**src/hdl/mabc_map.svh**
```systemverilog
// Constants for the bit, add and call execution block.
// Assumes inclusion by hdl files only; definitions only.
`ifndef MABC_MAP_SVH
`define MABC_MAP_SVH
`define MABC_ACC_RST 8'h00
`define MABC_FLAG_RST 1'b0
`define MABC_PC_RST 11'h000
`define MABC_SP_RST 3'h0
`define MABC_STACK_DEPTH 5
`define MABC_RF_DEPTH 64
`define MABC_RF_RST 8'h00
`define MABC_CARRY_BIT 8
`define MABC_HALF_BIT 4
`define MABC_PCHB_SEL 2
`endif

```
**src/hdl/mabc_pkg.sv**
```systemverilog
// Types shared by the execution block files.
// Assumes a single 25 MHz core clock.
package mabc_pkg;
    // Decoded operation
    typedef enum logic [4:0] {
        MABC_OP_NONE = 5'h00,
        MABC_OP_ADD = 5'h01,
        MABC_OP_AND = 5'h02,
        MABC_OP_BIT = 5'h04,
        MABC_OP_SKIP = 5'h08,
        MABC_OP_CALL = 5'h10
    } mabc_kind_t;

    // One instruction as issued by the fetch stage
    typedef struct packed {
        logic add_reg_with_carry_op;
        logic add_reg_op;
        logic add_immediate_op;
        logic and_reg_op;
        logic and_immediate_op;
        logic bit_clear_op;
        logic bit_set_op;
        logic skip_if_bit_clear_op;
        logic skip_if_bit_set_op;
        logic call_op;
        logic dest_sel;
        logic [5:0] reg_addr;
        logic [2:0] bit_pos;
        logic [9:0] imm;
    } mabc_instr_t;

    // Status flags
    typedef struct packed {
        logic half_carry_flag;
        logic carry;
        logic zero;
    } mabc_flags_t;

    // Execution state
    typedef enum logic [1:0] {
        MABC_ST_RUN = 2'h1,
        MABC_ST_FLUSH = 2'h2
    } mabc_state_t;
endpackage : mabc_pkg

```
**src/hdl/mabc_alu.sv**
```systemverilog
// Eight-bit adder and AND unit with flag generation.
// Assumes operands come from the same clock domain; purely combinational.
`include "mabc_map.svh"
module mabc_alu (
    // Operands
    input wire logic [7:0] a,
    input wire logic [7:0] b,
    input wire logic cin,
    input wire logic do_and,
    // Result
    output logic [7:0] result,
    output mabc_pkg::mabc_flags_t flags
);
    logic [8:0] sum;
    logic [4:0] low_sum;

    // Sum with carry out of bit 7 and bit 3
    always_comb begin
        sum = {1'b0, a} + {1'b0, b} + {8'h00, cin};
        low_sum = {1'b0, a[3:0]} + {1'b0, b[3:0]} + {4'h0, cin};
        result = do_and ? (a & b) : sum[7:0];
        flags.carry = sum[`MABC_CARRY_BIT];
        flags.half_carry_flag = low_sum[`MABC_HALF_BIT];
        flags.zero = (result == 8'h00);
    end
endmodule : mabc_alu

```
**src/hdl/mabc_exec.sv**
```systemverilog
// Execution of add, AND, bit and call instructions of the 8-bit core.
// Assumes the fetch stage presents one instruction per cycle with issue_valid,
// and that instr_pc is the address of the instruction being issued.
`include "mabc_map.svh"
// Summary of operation
// - Add register, accumulator and carry
// - Destination bit picks accumulator or register
// - Add register and accumulator, no carry-in
// - Add immediate into accumulator
// - AND register, only zero flag changes
// - AND immediate, only zero flag changes
// - Clear chosen register bit, flags kept
// - Set chosen register bit, flags kept
// - Skip next when bit is clear
// - Skip next when bit is set
// - Skip discards prefetch, runs a no-op
// - Call pushes PC+1, loads target, two cycles
// - Separate half carry flag kept
module mabc_exec #(
    parameter int STACK_DEPTH = `MABC_STACK_DEPTH,
    parameter int RF_DEPTH = `MABC_RF_DEPTH
) (
    // Clock and reset
    input wire logic clock,
    input wire logic rstn,
    // Instruction issue
    input wire logic issue_valid,
    input wire mabc_pkg::mabc_instr_t instr,
    input wire logic [10:0] instr_pc,
    input wire logic [7:0] pc_high_buffer,
    // Control outputs to fetch
    output logic discard_prefetch,
    output logic pc_load,
    output logic [10:0] pc_target,
    // Architectural state
    output logic [7:0] accumulator,
    output mabc_pkg::mabc_flags_t flags,
    output logic [2:0] stack_level,
    output logic [10:0] stack_top,
    output logic busy
);
    // Storage, state registers and their next values
    logic [7:0] rf_r [RF_DEPTH];
    logic [10:0] stack_r [STACK_DEPTH];
    logic [7:0] acc_r, acc_nxt;
    mabc_pkg::mabc_flags_t flags_r, flags_nxt;
    logic [2:0] sp_r, sp_nxt;
    mabc_pkg::mabc_state_t state_r, state_nxt;
    logic pc_load_r, pc_load_nxt;
    logic [10:0] pc_target_r, pc_target_nxt;
    logic rf_we;
    logic [7:0] rf_wdata;
    logic push;
    logic [7:0] reg_val;
    logic [7:0] alu_b;
    logic alu_cin;
    logic alu_and;
    logic [7:0] alu_res;
    mabc_pkg::mabc_flags_t alu_flags;
    logic accept;
    logic tested_bit;

    // Register read port and the bit under test
    assign reg_val = rf_r[instr.reg_addr];
    assign accept = issue_valid && (state_r == mabc_pkg::MABC_ST_RUN);
    assign tested_bit = reg_val[instr.bit_pos];

    // Operand select for the shared ALU
    always_comb begin
        alu_and = instr.and_reg_op || instr.and_immediate_op;
        alu_b = (instr.add_immediate_op || instr.and_immediate_op) ? instr.imm[7:0] : reg_val;
        alu_cin = instr.add_reg_with_carry_op & flags_r.carry;
    end

    // Shared adder and AND unit
    mabc_alu u_alu (
        .a(acc_r),
        .b(alu_b),
        .cin(alu_cin),
        .do_and(alu_and),
        .result(alu_res),
        .flags(alu_flags)
    );

    // Next state of accumulator, flags, register file write and control
    always_comb begin
        acc_nxt = acc_r;
        flags_nxt = flags_r;
        sp_nxt = sp_r;
        state_nxt = mabc_pkg::MABC_ST_RUN;
        pc_load_nxt = 1'b0;
        pc_target_nxt = pc_target_r;
        rf_we = 1'b0;
        rf_wdata = reg_val;
        push = 1'b0;
        if (accept) begin
            if (instr.add_reg_with_carry_op || instr.add_reg_op) begin
                // all three flags from the sum
                flags_nxt = alu_flags;
                if (instr.dest_sel) begin
                    rf_we = 1'b1;
                    rf_wdata = alu_res;
                end else begin
                    acc_nxt = alu_res;
                end
            end else if (instr.add_immediate_op) begin
                flags_nxt = alu_flags;
                acc_nxt = alu_res;
            end else if (instr.and_reg_op) begin
                flags_nxt.zero = alu_flags.zero;
                if (instr.dest_sel) begin
                    rf_we = 1'b1;
                    rf_wdata = alu_res;
                end else begin
                    acc_nxt = alu_res;
                end
            end else if (instr.and_immediate_op) begin
                flags_nxt.zero = alu_flags.zero;
                acc_nxt = alu_res;
            end else if (instr.bit_clear_op) begin
                rf_we = 1'b1;
                rf_wdata[instr.bit_pos] = 1'b0;
            end else if (instr.bit_set_op) begin
                rf_we = 1'b1;
                rf_wdata[instr.bit_pos] = 1'b1;
            end else if (instr.skip_if_bit_clear_op) begin
                if (!tested_bit) begin
                    state_nxt = mabc_pkg::MABC_ST_FLUSH;
                end
            end else if (instr.skip_if_bit_set_op) begin
                if (tested_bit) begin
                    state_nxt = mabc_pkg::MABC_ST_FLUSH;
                end
            end else if (instr.call_op) begin
                push = 1'b1;
                // Full stack: level holds, oldest entry is lost
                if (sp_r < 3'(STACK_DEPTH)) begin
                    sp_nxt = sp_r + 3'h1;
                end
                pc_load_nxt = 1'b1;
                pc_target_nxt = {pc_high_buffer[`MABC_PCHB_SEL], instr.imm};
                state_nxt = mabc_pkg::MABC_ST_FLUSH;
            end
        end
    end

    // Architectural registers
    always_ff @(posedge clock) begin
        if (!rstn) begin
            acc_r <= `MABC_ACC_RST;
            flags_r <= {3{`MABC_FLAG_RST}};
            sp_r <= `MABC_SP_RST;
            state_r <= mabc_pkg::MABC_ST_RUN;
            pc_load_r <= 1'b0;
            pc_target_r <= `MABC_PC_RST;
        end else begin
            acc_r <= acc_nxt;
            flags_r <= flags_nxt;
            sp_r <= sp_nxt;
            state_r <= state_nxt;
            pc_load_r <= pc_load_nxt;
            pc_target_r <= pc_target_nxt;
        end
    end

    // Register file, one entry per address
    for (genvar i = 0; i < RF_DEPTH; i++) begin : g_rf
        always_ff @(posedge clock) begin
            if (!rstn) begin
                rf_r[i] <= `MABC_RF_RST;
            end else if (rf_we && (instr.reg_addr == 6'(i))) begin
                rf_r[i] <= rf_wdata;
            end
        end
    end

    // Hardware stack shifts down on push; deepest entry falls off
    for (genvar j = 0; j < STACK_DEPTH; j++) begin : g_stack
        if (j == 0) begin : g_head
            // return address is PC plus one
            always_ff @(posedge clock) begin
                if (!rstn) begin
                    stack_r[j] <= `MABC_PC_RST;
                end else if (push) begin
                    stack_r[j] <= instr_pc + 11'h001;
                end
            end
        end else begin : g_tail
            // Older entries move one place down
            always_ff @(posedge clock) begin
                if (!rstn) begin
                    stack_r[j] <= `MABC_PC_RST;
                end else if (push) begin
                    stack_r[j] <= stack_r[j - 1];
                end
            end
        end
    end

    // second cycle replaces prefetched word with a no-op
    assign discard_prefetch = (state_r == mabc_pkg::MABC_ST_FLUSH);
    assign busy = discard_prefetch;
    assign pc_load = pc_load_r;
    assign pc_target = pc_target_r;
    assign accumulator = acc_r;
    assign flags = flags_r;
    assign stack_level = sp_r;
    assign stack_top = stack_r[0];
endmodule : mabc_exec

```
**config.mk**
```make
export PLATFORM = sky130hd
export DESIGN_NAME = mabc_exec
export DESIGN_NICKNAME = d
export VERILOG_FILES = /design/src/hdl/mabc_pkg.sv /design/src/hdl/mabc_alu.sv /design/src/hdl/mabc_exec.sv
export VERILOG_INCLUDE_DIRS = /design/src /design/src/hdl
export SDC_FILE = /design/constraint.sdc
export NUM_CORES = 1
export LEC_CHECK = 0
export BUFFER_PORTS_ARGS = -buffer_cell sky130_fd_sc_hd__buf_2
export CAP_MARGIN = 20
export CORE_MARGIN = 2
export CORE_UTILIZATION = 24
export CTS_CLUSTER_DIAMETER = 60
export DETAILED_ROUTE_END_ITERATION = 8
export GPL_ROUTABILITY_DRIVEN = 1
export PLACE_DENSITY = 0.39
export SLEW_MARGIN = 20
export SYNTH_ARGS = -nofsm -noshare
export SYNTH_HDL_FRONTEND = slang
export SYNTH_HIERARCHICAL = 1
export SYNTH_SLANG_ARGS = --single-unit
```
**constraint.sdc**
```tcl
create_clock -name clock -period 4.7 [get_ports clock]
set_clock_uncertainty 0.1 [all_clocks]
set_input_delay 0.235 -clock clock [delete_from_list [all_inputs] [get_ports clock]]
set_output_delay 0.235 -clock clock [all_outputs]
set_load 0.02 [all_outputs]
```
==> out/results.ini, run 1 <==
[run_status]
status=finished with violations
violations=setup timing

[critical_path]
crit_fanout=8
worstSetupEndpoint=rf_r[51][4]
end_kind=flop
required_ns=4.94
cp.arrival_ns=5.10
crit_type=reg2reg
rr_worst_depth=24
start_kind=flop
regToRegSetupSlack_ns=-0.15
r2r-start=rf_r[9][0]
r2r_end=rf_r[51][4]
critPathLaunch=rf_r[9][0]

[global_route]
antenna_found_initial=6
grt_first_pass_wirelength_um=136000
grt_start_max_net_pins=69
overflow=0
grt_pass1_vias=18794
grt_util_all_layers=0.173

[run]
cap_violations=0

[cells_and_area]
area_growth_pct=28.8
drive_above_1_share=0.276
layout.nets=2456

[placed_design]
hpwl_um=66600
pre_cts_ws_ns=-0.571
port_buffers=83
gp_congestion=0.867

[pwr]
leakage_nw=12.2
ir_worst_vdd_mv=0.265
power_mw=12.6
power_density_nw_per_um2=382

[synthesis]
synth_edf_count=523
synth-seq-cells=551
netlist_area_sq_um=25700
synthFlopType=edfxtp_1
yosysWarnings=6
avgSynthCellArea_sq_um=12.7
synth_cells=2019
syn_nets=2083
synth-async-reset-ratio=0
synth_cell_type_count=69
ys_seq_area_frac=0.633

[sta]
setup_slack_ns=-0.153
setup_viol_count_final=127
post-route-min-period_ns=4.85
tightestPinTransition_ns=1.25
max_freq_mhz=206
fin_crit_sh=1.03
maxSlewViolCount=0
rsz0062_at_grt=yes
relSlewSlack=0.160
finalHoldViolCount=0

[drt]
antenna_left=0
drt_iter0_drc=1782
routedWlPerCell_um=25.0
vias_per_cell=4.80
vias=18453
drc=0
firstDrtPassIters=5
finalWirelength_um=96100

[floorplan]
start_util=0.241
dieWidth_um=331
core_sq_um=107000
io_pins=91
die_area_sq_um=110000
die-height_um=331
rows=120

[clocking]
h-tree-depth=3
clock_sinks=551
clock_path_buffers=3
clkTransAtPathRegs_ns=0.06
root_buffer=clkbuf_16
clk_latency_ns=0.63
cts_tree=done
numCtsBuffers=70

[min_path]
holdPathStages=4
hold_path.class=in2reg

-- worst min path at each step --
stage	endpoint	slack, ns	startpoint
floorplan	state_r[1]	0.24	instr[22]
global route	flags[1]	0.03	instr[29]
CTS	flags[1]	0.007	instr[29]
detailed placement	pc_target[5]	0.35	pc_target[5]
global placement	pc_target[5]	0.34	pc_target[5]
finish	flags[1]	0.05	instr[29]
-- flip-flops by register name (all words and copies together) (netlist names) --
| register | flops |
|---|---|
| accumulator | 8 |
| flags | 3 |
| pc_load | 1 |
| pc_target | 11 |
| rf_r | 512 |
| stack_level | 3 |
| stack_r | 11 |
| state_r | 2 |
-- power by group --
group	switching (mW)	leakage, nW	total [mW]	internal (mW)
registers	0.0492	5.63	5.57	5.52
logic	1.07	5.51	1.79	0.727
clock network	2.17	1.08	5.26	3.09
total	3.29	12.2	12.6	9.34
-- cells by family after synthesis --
| group | count (synthesis) | share of synthesized area |
|---|---|---|
| buf+inv | 155 | 0.0314 |
| flops | 551 | 0.633 |
| compound gates | 250 | 0.0641 |
| fa+ha+maj | 12 | 0.00643 |
| simple gates | 839 | 0.132 |
| xor+xnor | 13 | 0.00443 |
| mux | 199 | 0.129 |
-- per-stage QoR --
stage	utilization	cell area, sq um	std cells	TNS [ns]	hold slack (ns)
floorplan	-	25700	2019	0	0.241
finish	0.310	33100	3848	-8.18	0.0463
global placement	0.279	29700	3655	-164.11	0.342
detailed placement	0.279	29700	3655	-146.70	0.350
global route	0.310	33100	3848	-65.62	0.0331
CTS	0.308	32800	3838	-5.59	0.00739
-- area by class of cell --
class                      instances  area (sq um)
fill                           10734         73500
multi-input combinational       1313          8850
tap                             1403          1760
timing repair buffer             438          3910
sequential                       551         16300
clock inverter                    40           378
clock buffer                      84          1850
inverter                          18          67.6
antenna                            1          2.50
-- what timing repair did --
| item | CTS | global route |
|---|---|---|
| endpoints found under the hold margin | 25 | 0 |
| hold buffers | 37 | 0 |
| pin swaps | 17 | 11 |
| gates cloned | 8 | 5 |
| endpoints found under the setup margin | 214 | 350 |
| setup buffers | 15 | 6 |
| gates resized for setup | 36 | 28 |
-- placed cells by master, fill, tap and decap left out, types with 6 or more instances in the layout --
cell	n
nor2_1	569
edfxtp_1	523
buf_4	268
nand2_1	149
mux4_2	103
o21ai_0	90
mux2i_1	82
buf_2	80
clkbuf_16	75
a22oi_1	39
dlygate4sd3_1	37
buf_12	36
a21oi_1	33
nand3_1	28
dfxtp_1	28
a22o_1	12
inv_1	12
nor3_1	12
nor2_2	11
nor2_4	11
clkinv_1	11
clkbuf_1	11
nor2b_1	10
mux2_2	10
ha_1	10
clkinv_2	10
and2_1	8
o21ai_1	8
and3_1	8
nand4_1	8
a21oi_4	7
xnor2_1	7
buf_16	7
inv_2	6
o2111ai_1	6
o22ai_1	6
-- worst max-delay path: stages, from the launching register on --
cell and delay [ns]:
edfxtp_1 0.38, mux4_2 0.50, mux2i_2 0.22, buf_4 0.17, o22ai_4 0.07, nor3_4 0.27
buf_6 0.15, mux2i_4 0.07, mux2_4 0.27, inv_2 0.06, fa_2 0.20, inv_2 0.04
fa_2 0.35, a211oi_2 0.22, nor2_2 0.09, buf_4 0.16, xnor2_4 0.16, o21ai_2 0.11
a22oi_2 0.22, nor2_2 0.07, a21oi_4 0.15, buf_12 0.21, buf_12 0.12, buf_16 0.14
nor2_1 0.06
-- Yosys cell counts, types with 5 or more instances --
library cell    n  area, sq um
nor3_1         14         70.1
nor2_1        587         2200
edfxtp_1      523        15700
buf_1           6         22.5
o221ai_1        5         43.8
and3_1          8         50.1
a21oi_2         6         52.6
buf_6           7         78.8
nor3b_1         5         37.5
nor2b_1        10         62.6
mux2i_1        84          841
buf_4          18          135
xnor2_1         8         70.1
o2111ai_1       6         52.6
o21ai_0        98          490
o22ai_1         7         43.8
dfxtp_1        28          561
and2_1          8         50.1
buf_2          49          245
clkbuf_1       54          203
inv_1          14         52.6
nand2_1       149          559
a22oi_1        40          300
a221oi_1        5         43.8
nand4_1         8         50.1
a22o_1         12          105
ha_1           10          125
mux2_2         11          124
xor2_1          5         43.8
nand3_1        28          140
a21oi_1        33          165
mux4_2        103         2320
-- routing by layer --
layer / global-route usage / share of wire
met5: 0 / 0.00015
met4: 0.0590 / 0.033
met3: 0.0329 / 0.067
met2: 0.286 / 0.48
met1: 0.228 / 0.42
Power figures use the tool's default switching activity.
==> inputs of run 2 (changes only) <==
==> constraint.sdc (replaced) <==
create_clock -name clock -period 4.7 [get_ports clock]
set_clock_uncertainty 0.1 [all_clocks]
set_input_delay 0.47 -clock clock [delete_from_list [all_inputs] [get_ports clock]]
set_output_delay 0.47 -clock clock [all_outputs]
set_load 0.02 [all_outputs]
==> run 2 against run 1 <==
Against the previous run: combinational power down 4%; flip-flop and latch count unchanged; maximum frequency is 3.9% higher; the run now ends clean; sequential share of layout area is 0.23 points higher; clock-buffer cell count up 7; largest cell class unchanged; die area is the same; critical path type is now in2reg; global-route usage fell by 0.23 points; final cell count fell by 0.29%; largest power group unchanged; total power grew 1.5%.
==> out/results.ini, run 2 (synthesized netlist as in run 1, its figures left out) <==
[critical_path]
r2r_end=rf_r[45][6]
cp.arrival_ns=5.03  ; -0.07 ns
r2r-start=rf_r[14][0]
end_kind=flop
required_ns=5.06  ; +0.12 ns
path_cells=buf_12, buf_12, buf_4, mux4_2, a22o_1, o21ai_0, buf_4, o2111ai_1, buf_4, o21ai_0, buf_4, o21ai_0, ha_1, inv_2, nor2_1, nor2_1, a21oi_2, mux2i_2, nand2_1, a21oi_2, a21oi_4, buf_4, buf_12, nor2_2
critical-path-max-stage-delay_ns=0.56  ; +0.06 ns
crit_top_cell=buf_4
crit_fanout=28  ; +20
regToRegSetupSlack_ns=0.05  ; +0.20 ns
rr_worst_depth=21  ; -13%
crit_type=in2reg
start_kind=primary input
critPathSlowestCell=mux4_2

[floorplan]
start_util=0.241  ; unchanged
core_sq_um=107000  ; unchanged
io_pins=91  ; unchanged
die_area_sq_um=110000  ; unchanged
die-height_um=331  ; unchanged
dieWidth_um=331  ; unchanged
rows=120  ; unchanged

[min_path]
min_to=pc_target[3]
holdPathStages=3  ; -1
hold_path.class=in2reg
hold_start=instr[3]

[clocking]
root_buffer=clkbuf_16
clock_path_buffers=3  ; unchanged
h-tree-depth=3  ; unchanged
cts_tree=done
numCtsBuffers=73  ; +4.3%
clk_latency_ns=0.63  ; about the same
clock_sinks=551  ; unchanged
clkTransAtPathRegs_ns=0.05  ; about the same

[cells_and_area]
drive_above_1_share=0.292  ; +0.0159
layout_commonest_cell=nor2_1
final_cell_mix=547 x nor2_1, 523 x edfxtp_1, 280 x buf_4
largest_reg_flops=512  ; unchanged
layout.nets=2437  ; -0.77%
fin_cells=3837  ; -0.29%
regMostFlops=rf_r
area_growth_pct=28.2

[drt]
routedWlPerCell_um=24.9  ; -0.22%
finalWirelength_um=95600  ; -0.51%
vias=18342  ; -0.60%
drc=0  ; unchanged
vias_per_cell=4.78  ; -0.32%
firstDrtPassIters=5  ; unchanged
antenna_left=0  ; unchanged
drt_iter0_drc=1573  ; -12%

[sta]
rsz0062_at_grt=yes
tightestPinTransition_ns=1.09  ; -0.164 ns
fin_crit_sh=0.994  ; -0.0385
setup_viol_count_final=0  ; -100%
post-route-min-period_ns=4.67  ; -0.181 ns
finalHoldViolCount=0  ; unchanged
maxSlewViolCount=0  ; unchanged
max_freq_mhz=214  ; +3.9%
setup_slack_ns=0.0277  ; +0.181 ns
relSlewSlack=0.275  ; +0.114

[global_route]
grt_start_max_net_pins=69  ; unchanged
grt_util_all_layers=0.171  ; -0.00227
grt_first_pass_wirelength_um=135000  ; -0.86%
grt_pass1_vias=18551  ; -1.3%
overflow=0  ; unchanged
antenna_found_initial=7  ; +1

[run]
cap_violations=0  ; unchanged

[pwr]
leakage_nw=12.2  ; -0.52%
power_density_nw_per_um2=389  ; +2.0%
ir_worst_vdd_mv=0.214  ; -19%

[placed_design]
placed_cells=3675  ; +0.55%
hpwl_um=67600  ; +1.5%
pre_cts_ws_ns=-0.996  ; -0.425 ns
gp_congestion=0.870  ; +0.36%
port_buffers=83  ; unchanged

[run_status]
status=finished, final reports clean

[run 2: changes by cell type in the layout (fill, tap and decap cells not counted), moves of 3 or more]
cell           delta
dlygate4sd3_1    -29
a22oi_1           -3
buf_6             +3
o21ai_0           -3
nor2_1           -22
a22oi_2           +3
clkbuf_16         +7
buf_4            +12
clkbuf_8          -3
buf_16            -4
o21ai_1           +3
clkbuf_1          +3
nor2_2           +24
clkinv_1          +5
[run 2: timing repair]
action | CTS | global route
resized for setup | 19 | 70
endpoints found under the hold margin | 8 | 0
cloned | 2 | 5
pin swaps | 9 | 14
endpoints found under the setup margin | 449 | 320
hold buffers | 8 | 0
setup buffers | 7 | 6
[run 2: worst max path at each step]
stage                      startpoint          end  slack [ns]  cells past startpoint
after floorplan             instr[14]  rf_r[55][6]        0.03                     24
after global placement      instr[14]  rf_r[44][6]       -1.09                     22
after detailed placement    instr[14]  rf_r[15][6]        -1.0                     22
after CTS                 rf_r[37][0]  rf_r[45][6]       0.002                     21
after global routing      rf_r[14][0]   rf_r[5][6]       -0.10                     20
final                       instr[14]   rf_r[8][7]        0.03                     24
[run 2: area by class of cell]
type	instances	area [sq um]
Antenna cell	3	7.51
Inverter	18	67.6
Multi-Input combinational cell	1313	8920
Fill cell	10842	73700
Tap cell	1403	1760
Sequential cell	551	16300
Clock buffer	91	1980
Timing Repair Buffer	416	3540
Clock inverter	42	385
[run 2: per-stage QoR]
| step | TNS, ns | power [mW] | hold WS [ns] | utilization | instance area (sq um) |
|---|---|---|---|---|---|
| after floorplan | 0 | 6.38 | 0.434 | - | 25700 |
| after global placement | -363.73 | 7.22 | 0.344 | 0.280 | 29800 |
| after detailed placement | -328.32 | 7.23 | 0.346 | 0.280 | 29800 |
| after CTS | 0 | 12.8 | 0.00501 | 0.305 | 32500 |
| after global routing | -9.85 | 13.2 | 0.0164 | 0.309 | 32900 |
| final | 0 | 12.8 | 0.0405 | 0.309 | 32900 |
[run 2: routing by layer]
layer / part of all wire / GRT usage / wire length, um / vias to the layer above
li1: - / - / - / 8158
met1: 0.44 / 0.228 / 42200 / 9428
met2: 0.48 / 0.285 / 45500 / 613
met3: 0.054 / 0.0269 / 5200 / 143
met4: 0.028 / 0.0533 / 2690 / 0
met5: 0 / 0 / 0 / -
[run 2: critical path, delay by kind of cell]
| family | cells | cell delay [ns] |
|---|---|---|
| fa+ha+maj | 1 | 0.34 |
| mux | 2 | 0.89 |
| compound gates | 8 | 1.36 |
| simple gates | 4 | 0.40 |
| buf+inv | 9 | 1.47 |
[run 2: report_power, final]
part	switching, mW	total, mW	internal (mW)	leakage, nW
Combinational	1.04	1.72	0.676	5.37
Clock	2.20	5.52	3.33	1.15
Sequential	0.0485	5.57	5.52	5.63
